`src/hw/opc_params.svh`:
```
`ifndef OPC_PARAMS_SVH
`define OPC_PARAMS_SVH

// Register offsets.
`define OPC_ADDR_PORT 8'h25
`define OPC_ADDR_TRI 8'h26
`define OPC_ADDR_LPWR 8'h27

// Reset values of the three registers.
`define OPC_RST_PORT 8'h72
`define OPC_RST_TRI 8'h08
`define OPC_RST_LPWR 8'h80

// Field positions, output port register.
`define OPC_MODE_HI 3
`define OPC_MODE_LO 2
`define OPC_PRI_EN 1
`define OPC_SEC_EN 0

// Field positions, three-state and power-down register.
`define OPC_TRI_VIDEO 7
`define OPC_TRI_SOG 6
`define OPC_TRI_SPDIF 5
`define OPC_TRI_I2S 4
`define OPC_PD_POL 3
`define OPC_PD_FN_HI 2
`define OPC_PD_FN_LO 1
`define OPC_PD_FORCE 0

// Field positions, low-power and audio clock register.
`define OPC_AUTO_LP 7
`define OPC_PROT_LSB 6
`define OPC_MCLK_EXT 5
`define OPC_TIMING_CODE 4

// Field encodings.
`define OPC_MODE_12B422 2'h3
`define OPC_MODE_DDR1 2'h1
`define OPC_MODE_DDR2 2'h2
`define OPC_PD_FN_PD 2'h0
`define OPC_PD_FN_PD_SOG 2'h1
`define OPC_PD_FN_FLOAT 2'h2
`define OPC_PD_FN_FLOAT_SOG 2'h3

// Serial bus device address, value arbitrary.
`define OPC_DEV_ADDR 7'h4c

// Audio sample slip window: occupancy limit and start point.
`define OPC_SLIP_MAX 2'h3
`define OPC_SLIP_MID 2'h2

`endif

```
`src/hw/opc_pkg.sv`:
```
package opc_pkg;

  typedef enum logic [2:0] {
    ST_IDLE,
    ST_ADDR,
    ST_ACK,
    ST_SUB,
    ST_WDATA,
    ST_RDATA,
    ST_MACK,
    ST_RLOAD
  } cfg_state_e;

endpackage

```
`src/hw/cfg_serial_slave.sv`:
```
`timescale 1ns/100ps
`include "opc_params.svh"

module cfg_serial_slave (
  input wire logic clk,
  input wire logic arst_n,
  input wire logic scl_in,
  input wire logic sda_in,
  input wire logic [7:0] rd_data,
  output logic sda_oe,
  output logic wr_stb,
  output logic [7:0] reg_addr,
  output logic [7:0] wr_data
);

  ////////////////////////////////////////////////////////////////////////////
  // Pin synchronisers; stage 1 feeds stage 2 only, stage 3 is the edge history.
  logic [2:0] scl_q, scl_d;
  logic [2:0] sda_q, sda_d;
  logic start_c, stop_c, rise_c, fall_c;

  always_comb begin
    scl_d = {scl_q[1:0], scl_in};
    sda_d = {sda_q[1:0], sda_in};
    start_c = scl_q[1] & scl_q[2] & sda_q[2] & ~sda_q[1];
    stop_c = scl_q[1] & scl_q[2] & ~sda_q[2] & sda_q[1];
    rise_c = scl_q[1] & ~scl_q[2];
    fall_c = ~scl_q[1] & scl_q[2];
  end

  always_ff @(posedge clk or negedge arst_n) begin
    if (!arst_n) begin
      scl_q <= 3'h7;
      sda_q <= 3'h7;
    end else begin
      scl_q <= scl_d;
      sda_q <= sda_d;
    end
  end

  ////////////////////////////////////////////////////////////////////////////
  // Protocol engine: address, register pointer, then data with auto-increment.
  opc_pkg::cfg_state_e state_q, state_d;
  logic [2:0] cnt_q, cnt_d;
  logic [7:0] shift_q, shift_d, ptr_q, ptr_d, wdat_q, wdat_d;
  logic rw_q, rw_d, sub_q, sub_d, oe_q, oe_d, wr_q, wr_d;
  logic wr_hold_q, wr_hold_d;
  logic [7:0] in_byte;

  always_comb begin
    state_d = state_q;
    cnt_d = cnt_q;
    shift_d = shift_q;
    ptr_d = ptr_q;
    wdat_d = wdat_q;
    rw_d = rw_q;
    sub_d = sub_q;
    oe_d = oe_q;
    wr_d = 1'b0;
    in_byte = {shift_q[6:0], sda_q[1]};
    if (start_c) begin
      state_d = opc_pkg::ST_ADDR;
      cnt_d = 3'h0;
      sub_d = 1'b0;
      oe_d = 1'b0;
    end else if (stop_c) begin
      state_d = opc_pkg::ST_IDLE;
      oe_d = 1'b0;
    end else begin
      case (state_q)
        opc_pkg::ST_ADDR, opc_pkg::ST_SUB, opc_pkg::ST_WDATA: begin
          if (rise_c) begin
            shift_d = in_byte;
            cnt_d = cnt_q + 3'h1;
            if (cnt_q == 3'h7) begin
              state_d = opc_pkg::ST_ACK;
              if (state_q == opc_pkg::ST_ADDR) begin
                rw_d = in_byte[0];
                if (in_byte[7:1] != `OPC_DEV_ADDR) begin
                  state_d = opc_pkg::ST_IDLE;
                end
              end else if (state_q == opc_pkg::ST_SUB) begin
                ptr_d = in_byte;
                sub_d = 1'b1;
              end else begin
                wdat_d = in_byte;
                wr_d = 1'b1;
              end
            end
          end
        end
        opc_pkg::ST_ACK: begin
          if (fall_c) begin
            if (!oe_q) begin
              oe_d = 1'b1;
            end else if (rw_q) begin
              shift_d = rd_data;
              oe_d = ~rd_data[7];
              cnt_d = 3'h0;
              state_d = opc_pkg::ST_RDATA;
            end else begin
              oe_d = 1'b0;
              cnt_d = 3'h0;
              if (wr_hold_q) begin
                ptr_d = ptr_q + 8'h01;
              end
              state_d = sub_q ? opc_pkg::ST_WDATA : opc_pkg::ST_SUB;
            end
          end
        end
        opc_pkg::ST_RDATA: begin
          if (fall_c) begin
            shift_d = {shift_q[6:0], 1'b0};
            oe_d = ~shift_q[6];
          end else if (rise_c) begin
            cnt_d = cnt_q + 3'h1;
            if (cnt_q == 3'h7) begin
              ptr_d = ptr_q + 8'h01;
              state_d = opc_pkg::ST_MACK;
            end
          end
        end
        opc_pkg::ST_MACK: begin
          if (fall_c) begin
            oe_d = 1'b0;
          end else if (rise_c) begin
            state_d = sda_q[1] ? opc_pkg::ST_IDLE : opc_pkg::ST_RLOAD;
          end
        end
        opc_pkg::ST_RLOAD: begin
          if (fall_c) begin
            shift_d = rd_data;
            oe_d = ~rd_data[7];
            cnt_d = 3'h0;
            state_d = opc_pkg::ST_RDATA;
          end
        end
        default: begin
          oe_d = 1'b0;
        end
      endcase
    end
  end

  // The write pulse lasts one cycle, so the pointer advance in the ack phase
  // keys on the registered write flag held until the ack ends.

  always_comb begin
    wr_hold_d = wr_hold_q;
    if (wr_d) begin
      wr_hold_d = 1'b1;
    end else if (state_q == opc_pkg::ST_ACK && state_d != opc_pkg::ST_ACK) begin
      wr_hold_d = 1'b0;
    end
  end

  always_ff @(posedge clk or negedge arst_n) begin
    if (!arst_n) begin
      state_q <= opc_pkg::ST_IDLE;
      cnt_q <= 3'h0;
      shift_q <= 8'h00;
      ptr_q <= 8'h00;
      wdat_q <= 8'h00;
      rw_q <= 1'b0;
      sub_q <= 1'b0;
      oe_q <= 1'b0;
      wr_q <= 1'b0;
      wr_hold_q <= 1'b0;
    end else begin
      state_q <= state_d;
      cnt_q <= cnt_d;
      shift_q <= shift_d;
      ptr_q <= ptr_d;
      wdat_q <= wdat_d;
      rw_q <= rw_d;
      sub_q <= sub_d;
      oe_q <= oe_d;
      wr_q <= wr_d;
      wr_hold_q <= wr_hold_d;
    end
  end

  assign sda_oe = oe_q;
  assign wr_stb = wr_q;
  assign reg_addr = ptr_q;
  assign wr_data = wdat_q;

endmodule // cfg_serial_slave

```
`src/hw/output_power_control_regs.sv`:
```
// Overview of operation
// Output mode 11 drives 12-bit 4:2:2 video.
// Primary output enable default on; secondary off.
// Bits 7..4 float video, sync, audio outputs.
// Bit 3 sets power-down pin active level.
// Pin function field; bit 0 forces power-down.
// Bit 7 enables automatic low-power state, default set.
// Bit 6 gives protection serial address LSB.
// Host sets that LSB only for second receiver.
// Bit 5 selects external audio master clock.
// External master clock must track video clock.
// Clock mismatch drops or repeats audio samples.
// Bit 4 embeds active video timing codes.
// Defaults at reset; writes act at once.
`timescale 1ns/100ps
`include "opc_params.svh"

module output_power_control_regs (
  input wire logic ref_clk,
  input wire logic arst_n,
  input wire logic scl_in,
  input wire logic sda_in,
  output logic sda_out,
  output logic sda_oe,
  input wire logic pd_pin,
  input wire logic int_mclk_tick,
  input wire logic ext_mclk_pin,
  output logic [1:0] video_mode,
  output logic video_12b_422,
  output logic primary_out_en,
  output logic secondary_out_en,
  output logic video_oe,
  output logic green_channel_sync_out_oe,
  output logic spdif_oe,
  output logic i2s_mclk_oe,
  output logic power_down,
  output logic auto_low_power_en,
  output logic protection_addr_lsb,
  output logic mclk_ext_sel,
  output logic embedded_timing_code_enable,
  output logic sample_drop,
  output logic sample_repeat
);

  ////////////////////////////////////////////////////////////////////////////
  // Serial configuration access.
  logic slv_oe, wr_stb;
  logic [7:0] reg_addr, wr_data, rd_data;

  cfg_serial_slave u_slave (
    .clk(ref_clk),
    .arst_n(arst_n),
    .scl_in(scl_in),
    .sda_in(sda_in),
    .rd_data(rd_data),
    .sda_oe(slv_oe),
    .wr_stb(wr_stb),
    .reg_addr(reg_addr),
    .wr_data(wr_data)
  );

  ////////////////////////////////////////////////////////////////////////////
  // Register bank.
  logic [7:0] port_q, port_d, tri_q, tri_d, lpwr_q, lpwr_d;

  function automatic logic [7:0] read_mux(input logic [7:0] a, input logic [7:0] p,
                                          input logic [7:0] t, input logic [7:0] l);
    case (a)
      `OPC_ADDR_PORT: read_mux = p;
      `OPC_ADDR_TRI: read_mux = t;
      `OPC_ADDR_LPWR: read_mux = l;
      default: read_mux = 8'h00;
    endcase
  endfunction

  always_comb begin
    port_d = port_q;
    tri_d = tri_q;
    lpwr_d = lpwr_q;
    if (wr_stb) begin
      case (reg_addr)
        `OPC_ADDR_PORT: port_d = wr_data;
        `OPC_ADDR_TRI: tri_d = wr_data;
        `OPC_ADDR_LPWR: lpwr_d = wr_data;
        default: begin
        end
      endcase
    end
    rd_data = read_mux(reg_addr, port_q, tri_q, lpwr_q);
  end

  always_ff @(posedge ref_clk or negedge arst_n) begin
    if (!arst_n) begin
      port_q <= `OPC_RST_PORT;
      tri_q <= `OPC_RST_TRI;
      lpwr_q <= `OPC_RST_LPWR;
    end else begin
      port_q <= port_d;
      tri_q <= tri_d;
      lpwr_q <= lpwr_d;
    end
  end

  ////////////////////////////////////////////////////////////////////////////
  // Power-down pin, synchronised before use.
  logic [1:0] pd_sync_q, pd_sync_d;
  logic pd_active;
  logic [1:0] pd_fn;

  // True when the pin function asks for a real power-down.
  function automatic logic fn_powers_down(input logic [1:0] fn);
    fn_powers_down = (fn == `OPC_PD_FN_PD) || (fn == `OPC_PD_FN_PD_SOG);
  endfunction

  // True when the pin function floats the green-channel sync output.
  function automatic logic fn_floats_sog(input logic [1:0] fn);
    fn_floats_sog = (fn == `OPC_PD_FN_PD_SOG) || (fn == `OPC_PD_FN_FLOAT_SOG);
  endfunction

  always_comb begin
    pd_sync_d = {pd_sync_q[0], pd_pin};
    pd_active = pd_sync_q[1] ~^ tri_q[`OPC_PD_POL];
    pd_fn = tri_q[`OPC_PD_FN_HI:`OPC_PD_FN_LO];
  end

  ////////////////////////////////////////////////////////////////////////////
  // Registered outputs derived from the bank.
  logic [13:0] out_q, out_d;
  logic [1:0] mode;
  logic pin_float;

  always_comb begin
    mode = port_q[`OPC_MODE_HI:`OPC_MODE_LO];
    // Functions 10 and 11 float the video and audio outputs without powering down.
    pin_float = pd_active && !fn_powers_down(pd_fn);
    out_d[1:0] = mode;
    out_d[2] = (mode == `OPC_MODE_12B422);
    out_d[3] = port_q[`OPC_PRI_EN];
    // Secondary port carries data only in the two DDR 4:2:2 modes.
    out_d[4] = port_q[`OPC_SEC_EN] &&
               ((mode == `OPC_MODE_DDR1) || (mode == `OPC_MODE_DDR2));
    out_d[5] = !tri_q[`OPC_TRI_VIDEO] && !pin_float;
    out_d[6] = !tri_q[`OPC_TRI_SOG] && !(pd_active && fn_floats_sog(pd_fn));
    out_d[7] = !tri_q[`OPC_TRI_SPDIF] && !pin_float;
    out_d[8] = !tri_q[`OPC_TRI_I2S] && !pin_float;
    out_d[9] = tri_q[`OPC_PD_FORCE] || (pd_active && fn_powers_down(pd_fn));
    out_d[10] = lpwr_q[`OPC_AUTO_LP];
    out_d[11] = lpwr_q[`OPC_PROT_LSB];
    out_d[12] = lpwr_q[`OPC_MCLK_EXT];
    out_d[13] = lpwr_q[`OPC_TIMING_CODE];
  end

  ////////////////////////////////////////////////////////////////////////////
  // Audio sample slip. Samples arrive at the internal rate and leave at the
  // selected master clock rate; a small occupancy count absorbs jitter and
  // any lasting mismatch becomes a dropped or repeated sample rather than a
  // corrupted stream. With the internal clock selected both rates match.
  logic [2:0] mck_q, mck_d;
  logic [1:0] occ_q, occ_d;
  logic drop_q, drop_d, rep_q, rep_d;
  logic take;

  always_comb begin
    mck_d = {mck_q[1:0], ext_mclk_pin};
    take = out_q[12] ? (mck_q[1] & ~mck_q[2]) : int_mclk_tick;
    occ_d = occ_q;
    drop_d = 1'b0;
    rep_d = 1'b0;
    if (int_mclk_tick && !take) begin
      if (occ_q == `OPC_SLIP_MAX) begin
        drop_d = 1'b1;
      end else begin
        occ_d = occ_q + 2'h1;
      end
    end else if (take && !int_mclk_tick) begin
      if (occ_q == 2'h0) begin
        rep_d = 1'b1;
      end else begin
        occ_d = occ_q - 2'h1;
      end
    end
    if (out_q[12] != out_d[12]) begin
      occ_d = `OPC_SLIP_MID;
    end
  end

  always_ff @(posedge ref_clk or negedge arst_n) begin
    if (!arst_n) begin
      pd_sync_q <= 2'h0;
      out_q <= 14'h0000;
      mck_q <= 3'h0;
      occ_q <= `OPC_SLIP_MID;
      drop_q <= 1'b0;
      rep_q <= 1'b0;
    end else begin
      pd_sync_q <= pd_sync_d;
      out_q <= out_d;
      mck_q <= mck_d;
      occ_q <= occ_d;
      drop_q <= drop_d;
      rep_q <= rep_d;
    end
  end

  // The line is open drain: the data level is always low, the enable pulls.
  assign sda_out = 1'b0;
  assign sda_oe = slv_oe;
  assign video_mode = out_q[1:0];
  assign video_12b_422 = out_q[2];
  assign primary_out_en = out_q[3];
  assign secondary_out_en = out_q[4];
  assign video_oe = out_q[5];
  assign green_channel_sync_out_oe = out_q[6];
  assign spdif_oe = out_q[7];
  assign i2s_mclk_oe = out_q[8];
  assign power_down = out_q[9];
  assign auto_low_power_en = out_q[10];
  assign protection_addr_lsb = out_q[11];
  assign mclk_ext_sel = out_q[12];
  assign embedded_timing_code_enable = out_q[13];
  assign sample_drop = drop_q;
  assign sample_repeat = rep_q;

endmodule // output_power_control_regs

```
`config.mk`:
```
export PLATFORM = sky130hd
export DESIGN_NAME = output_power_control_regs
export DESIGN_NICKNAME = d
export VERILOG_FILES = /design/src/hw/opc_pkg.sv /design/src/hw/cfg_serial_slave.sv /design/src/hw/output_power_control_regs.sv
export VERILOG_INCLUDE_DIRS = /design/src /design/src/hw
export SDC_FILE = /design/constraint.sdc
export NUM_CORES = 1
export LEC_CHECK = 0
export BUFFER_PORTS_ARGS = -buffer_cell sky130_fd_sc_hd__buf_4
export CORE_UTILIZATION = 54
export CTS_CLUSTER_DIAMETER = 40
export DETAILED_ROUTE_END_ITERATION = 10
export GPL_TIMING_DRIVEN = 0
export HOLD_SLACK_MARGIN = 0.1
export PLACE_DENSITY_LB_ADDON = 0.25
export SLEW_MARGIN = 15
export SYNTH_ARGS = -nofsm -noshare
export SYNTH_HDL_FRONTEND = slang
export SYNTH_SLANG_ARGS = --single-unit
export TNS_END_PERCENT = 100
```
`constraint.sdc`:
```
create_clock -name ref_clk -period 1.7 [get_ports ref_clk]
set_input_delay 0.17 -clock ref_clk [delete_from_list [all_inputs] [get_ports ref_clk]]
set_output_delay 0.17 -clock ref_clk [all_outputs]
set_load 0.01 [all_outputs]
```
==> results_dict.tcl <==
set metrics [dict create \
    status "finished with violations" \
    violations "setup timing" \
    start_kind "register" \
    min_period_over_period_pct 111 \
    dp_hpwl_um 5750 \
    critPathMaxStageDelay_ns 0.39 \
    worst-path-buf-inv 1 \
    rsz0062_at_grt "true" \
    preCtsSetupSlack_ns -0.595 \
    peakVddDrop_mv 0.807 \
    portBuffers 23 \
    cts_buffers 9 \
    grt-ovfl-total 0 \
    vias_per_cell 6.06 \
    grt_use_total_pct 26.9 \
    clkLatencyLatePin_ns 0.37 \
    clock_sinks 87 \
    fin_area_um2 5300 \
    setup_violations 27 \
    synthFlopType "dfrtp_1" \
    finalWirelength_um 10000 \
    globalplace.congestion 0.858 \
    postRouteAntennaNets 0 \
    initial_utilization_pct 55.5 \
    hold_viol 0 \
    grt_max_degree 88 \
    ys_types 59 \
    p_leak_nw 2.38 \
    die_h_um 88.1 \
    power-per-cell-area_nw_per_um2 1100 \
    yosysWarnings 0 \
    first_pass_iters 5 \
    crit_path_end_kind "register" \
    cts_tree "yes" \
    startpoint "u_slave.scl_q[1]" \
    finalCriticalPeriod_ns 1.88 \
    rr_startpoint "u_slave.scl_q[1]" \
    fill_cells 486 \
    antenna_found_initial 0 \
    synth-edff-count 0 \
    worst_clock_skew_ns 0.0130 \
    wl_per_cell_um 19.3 \
    critical_path_arrival_ns 2.14 \
    path_max_fanout 7 \
    syn-num-nets 359 \
    rows 31 \
    drive_above_1_share_pct 46.3 \
    die_x_um 88.1 \
    num_io_pins 25 \
    clock.fmax_mhz 532 \
    hold_class "input port to async pin" \
    synth.cell_area_um2 4000 \
    nets 427 \
    path_class "register to register" \
    ys_ff_latch 87 \
    crit_required_ns 1.96 \
    drc 0 \
    async_reset_ff_share_pct 100 \
    fin_ws_ns -0.180 \
    syn_inst 346 \
    drt_iter0_markers 250 \
    slowest_stage "dfstp_2" \
    crit_family "compound AO/OA/AOI/OAI gates" \
    placed_area_um2 4410 \
    n_antenna_cell 0 \
    die-area_um2 7760 \
    slew_violations 0 \
    vias 3141 \
    crit_chain "buf_6, nand3b_4, a211o_1, a31oi_4, and2_4, mux2_4" \
    clk_pin_slew_ns 0.10 \
    grt_pass1_wl_um 15600 \
    drv_cap 0 \
    area_growth_pct 32.4 \
    seq_area_frac_synth_pct 54.8 \
    h-tree-depth 3 \
    cts_max_path_buffers 2 \
    grt_pass1_vias 3129 \
    root_buffer "clkbuf_8" \
    synth_area_per_cell_um2 11.6 \
    coreArea_um2 7210 \
]
-- power breakdown --
part	total (mW)	internal (mW)	switching, mW	leakage [nW]
sequential	2.65	2.30	0.352	1.10
combinational	1.72	0.898	0.826	1.17
clock	1.48	0.594	0.882	0.105
total	5.85	3.79	2.06	2.38
-- registers in the layout, indices dropped and copies added, names as in the netlist --
signal and cells:
lpwr_q 8, mck_q 3, occ_q 2, out_q 14
pd_sync_q 2, port_q 8, sample_drop 1, sample_repeat 1
tri_q 8, u_slave.cnt_q 3, u_slave.reg_addr 8, u_slave.rw_q 1
u_slave.scl_q 3, u_slave.sda_oe 1, u_slave.sda_q 3, u_slave.shift_q 7
u_slave.state_q 3, u_slave.sub_q 1, u_slave.wr_data 8, u_slave.wr_hold_q 1
u_slave.wr_stb 1
-- cell families after synthesis --
group | Yosys count | synth area share [%]
and+or+nand+nor | 94 | 12.8
DFF | 87 | 54.8
AOI/OAI and AO/OA | 84 | 14.2
muxes | 42 | 11.9
buffers and inverters | 29 | 3.66
adders and majority gates | 6 | 1.88
xor gates and xnor gates | 3 | 0.657
other | 1 | 0.0937
-- Yosys cell counts, types with 3 or more instances --
library cell	number	area (um2)
clkbuf_1	3	11.3
o2bb2ai_1	3	26.3
o21ai_0	22	110
a211oi_1	4	30.0
nand3_1	14	70.1
ha_1	6	75.1
a21oi_1	14	70.1
dfrtp_1	74	1850
nor2_1	10	37.5
nor3_1	6	30.0
buf_2	11	55.1
dfstp_2	13	342
nand2_1	28	105
a222oi_1	8	80.1
a31oi_1	5	31.3
nor2b_1	7	43.8
and2_1	4	25.0
a21o_1	3	22.5
and3_1	3	18.8
nand2b_1	4	25.0
mux2_2	41	462
inv_1	10	37.5
o22ai_1	3	18.8
-- final timing paths --
kind	to	slack (ns)	cells after the start
max	u_slave.shift_q[4]	-0.18	6
min	occ_q[0]	0.23	2
max reg2reg	u_slave.shift_q[4]	-0.18	6
min reg2reg	u_slave.scl_q[1]	0.36	0
max in group asynchronous	u_slave.scl_q[2]	0.81	3
min in group ref_clk	u_slave.scl_q[1]	0.36	0
-- repair_timing --
action,CTS,global route
gates cloned,1,2
buffers inserted,19,11
gates resized for setup,47,45
setup endpoints to repair,46,56
hold buffers,6,0
pin swaps,10,20
endpoints found under the hold margin,79,0
-- through the flow --
step | total power [mW] | setup TNS [ns] | util [%] | hold slack [ns] | std cells
detailed placement | 3.72 | -16.26 | 61.2 | 0.280 | 468
CTS | 5.52 | -2.52 | 69.8 | 0.364 | 507
finish | 5.85 | -2.54 | 73.4 | 0.227 | 518
floorplan | 3.36 | -0.456 | - | -0.126 | 346
global placement | 3.67 | -15.47 | 61.2 | 0.279 | 468
global route | 6.10 | -4.07 | 73.4 | 0.237 | 518
-- layout make-up --
class                      instances  area, um2  share of cell area, %
multi-input combinational        230       2050                   38.7
clock buffer                       9        124                   2.34
tap                               99        124                   2.34
clock inverter                     7       83.8                   1.58
sequential                        87       2190                   41.4
buffer                            15        156                   2.95
timing repair buffer              61        527                   9.94
inverter                          10       41.3                  0.779
-- routing by layer --
metal	global-route usage (%)	vias up	wire length [um]
met3	6.13	22	558
met1	35.6	1595	4380
met4	9.68	0	146
met2	43.9	121	4920
li1	-	1403	-
met5	0	-	0
-- cells in the final DEF (no fill, tap or decap), drive strengths merged, types with 2 or more instances in the layout --
| master | Yosys | routed |
|---|---|---|
| inv | 10 | 13 |
| o22ai | 3 | 3 |
| o41ai | 2 | 2 |
| and3 | 3 | 3 |
| a222oi | 8 | 8 |
| a211oi | 4 | 4 |
| a21o | 3 | 3 |
| clkbuf | 4 | 10 |
| nand2 | 28 | 28 |
| a221oi | 2 | 2 |
| a211o | 2 | 2 |
| nor2b | 7 | 7 |
| clkinv | 0 | 3 |
| a31oi | 5 | 5 |
| mux2 | 42 | 42 |
| a22o | 2 | 2 |
| nor3 | 6 | 6 |
| or3b | 2 | 2 |
| xnor2 | 2 | 2 |
| dfrtp | 74 | 74 |
| a21boi | 2 | 2 |
| buf | 15 | 69 |
| dfstp | 13 | 13 |
| ha | 6 | 6 |
| nand2b | 4 | 4 |
| o2bb2ai | 3 | 3 |
| o21ai | 24 | 24 |
| dlygate4sd3 | 0 | 6 |
| o32ai | 2 | 2 |
| nor2 | 10 | 10 |
| o21a | 2 | 2 |
| nand3 | 15 | 15 |
| nor4 | 2 | 2 |
| nand4 | 2 | 2 |
| nand3b | 3 | 3 |
| and2 | 5 | 5 |
| a21oi | 14 | 14 |
Power figures use the tool's default switching activity.
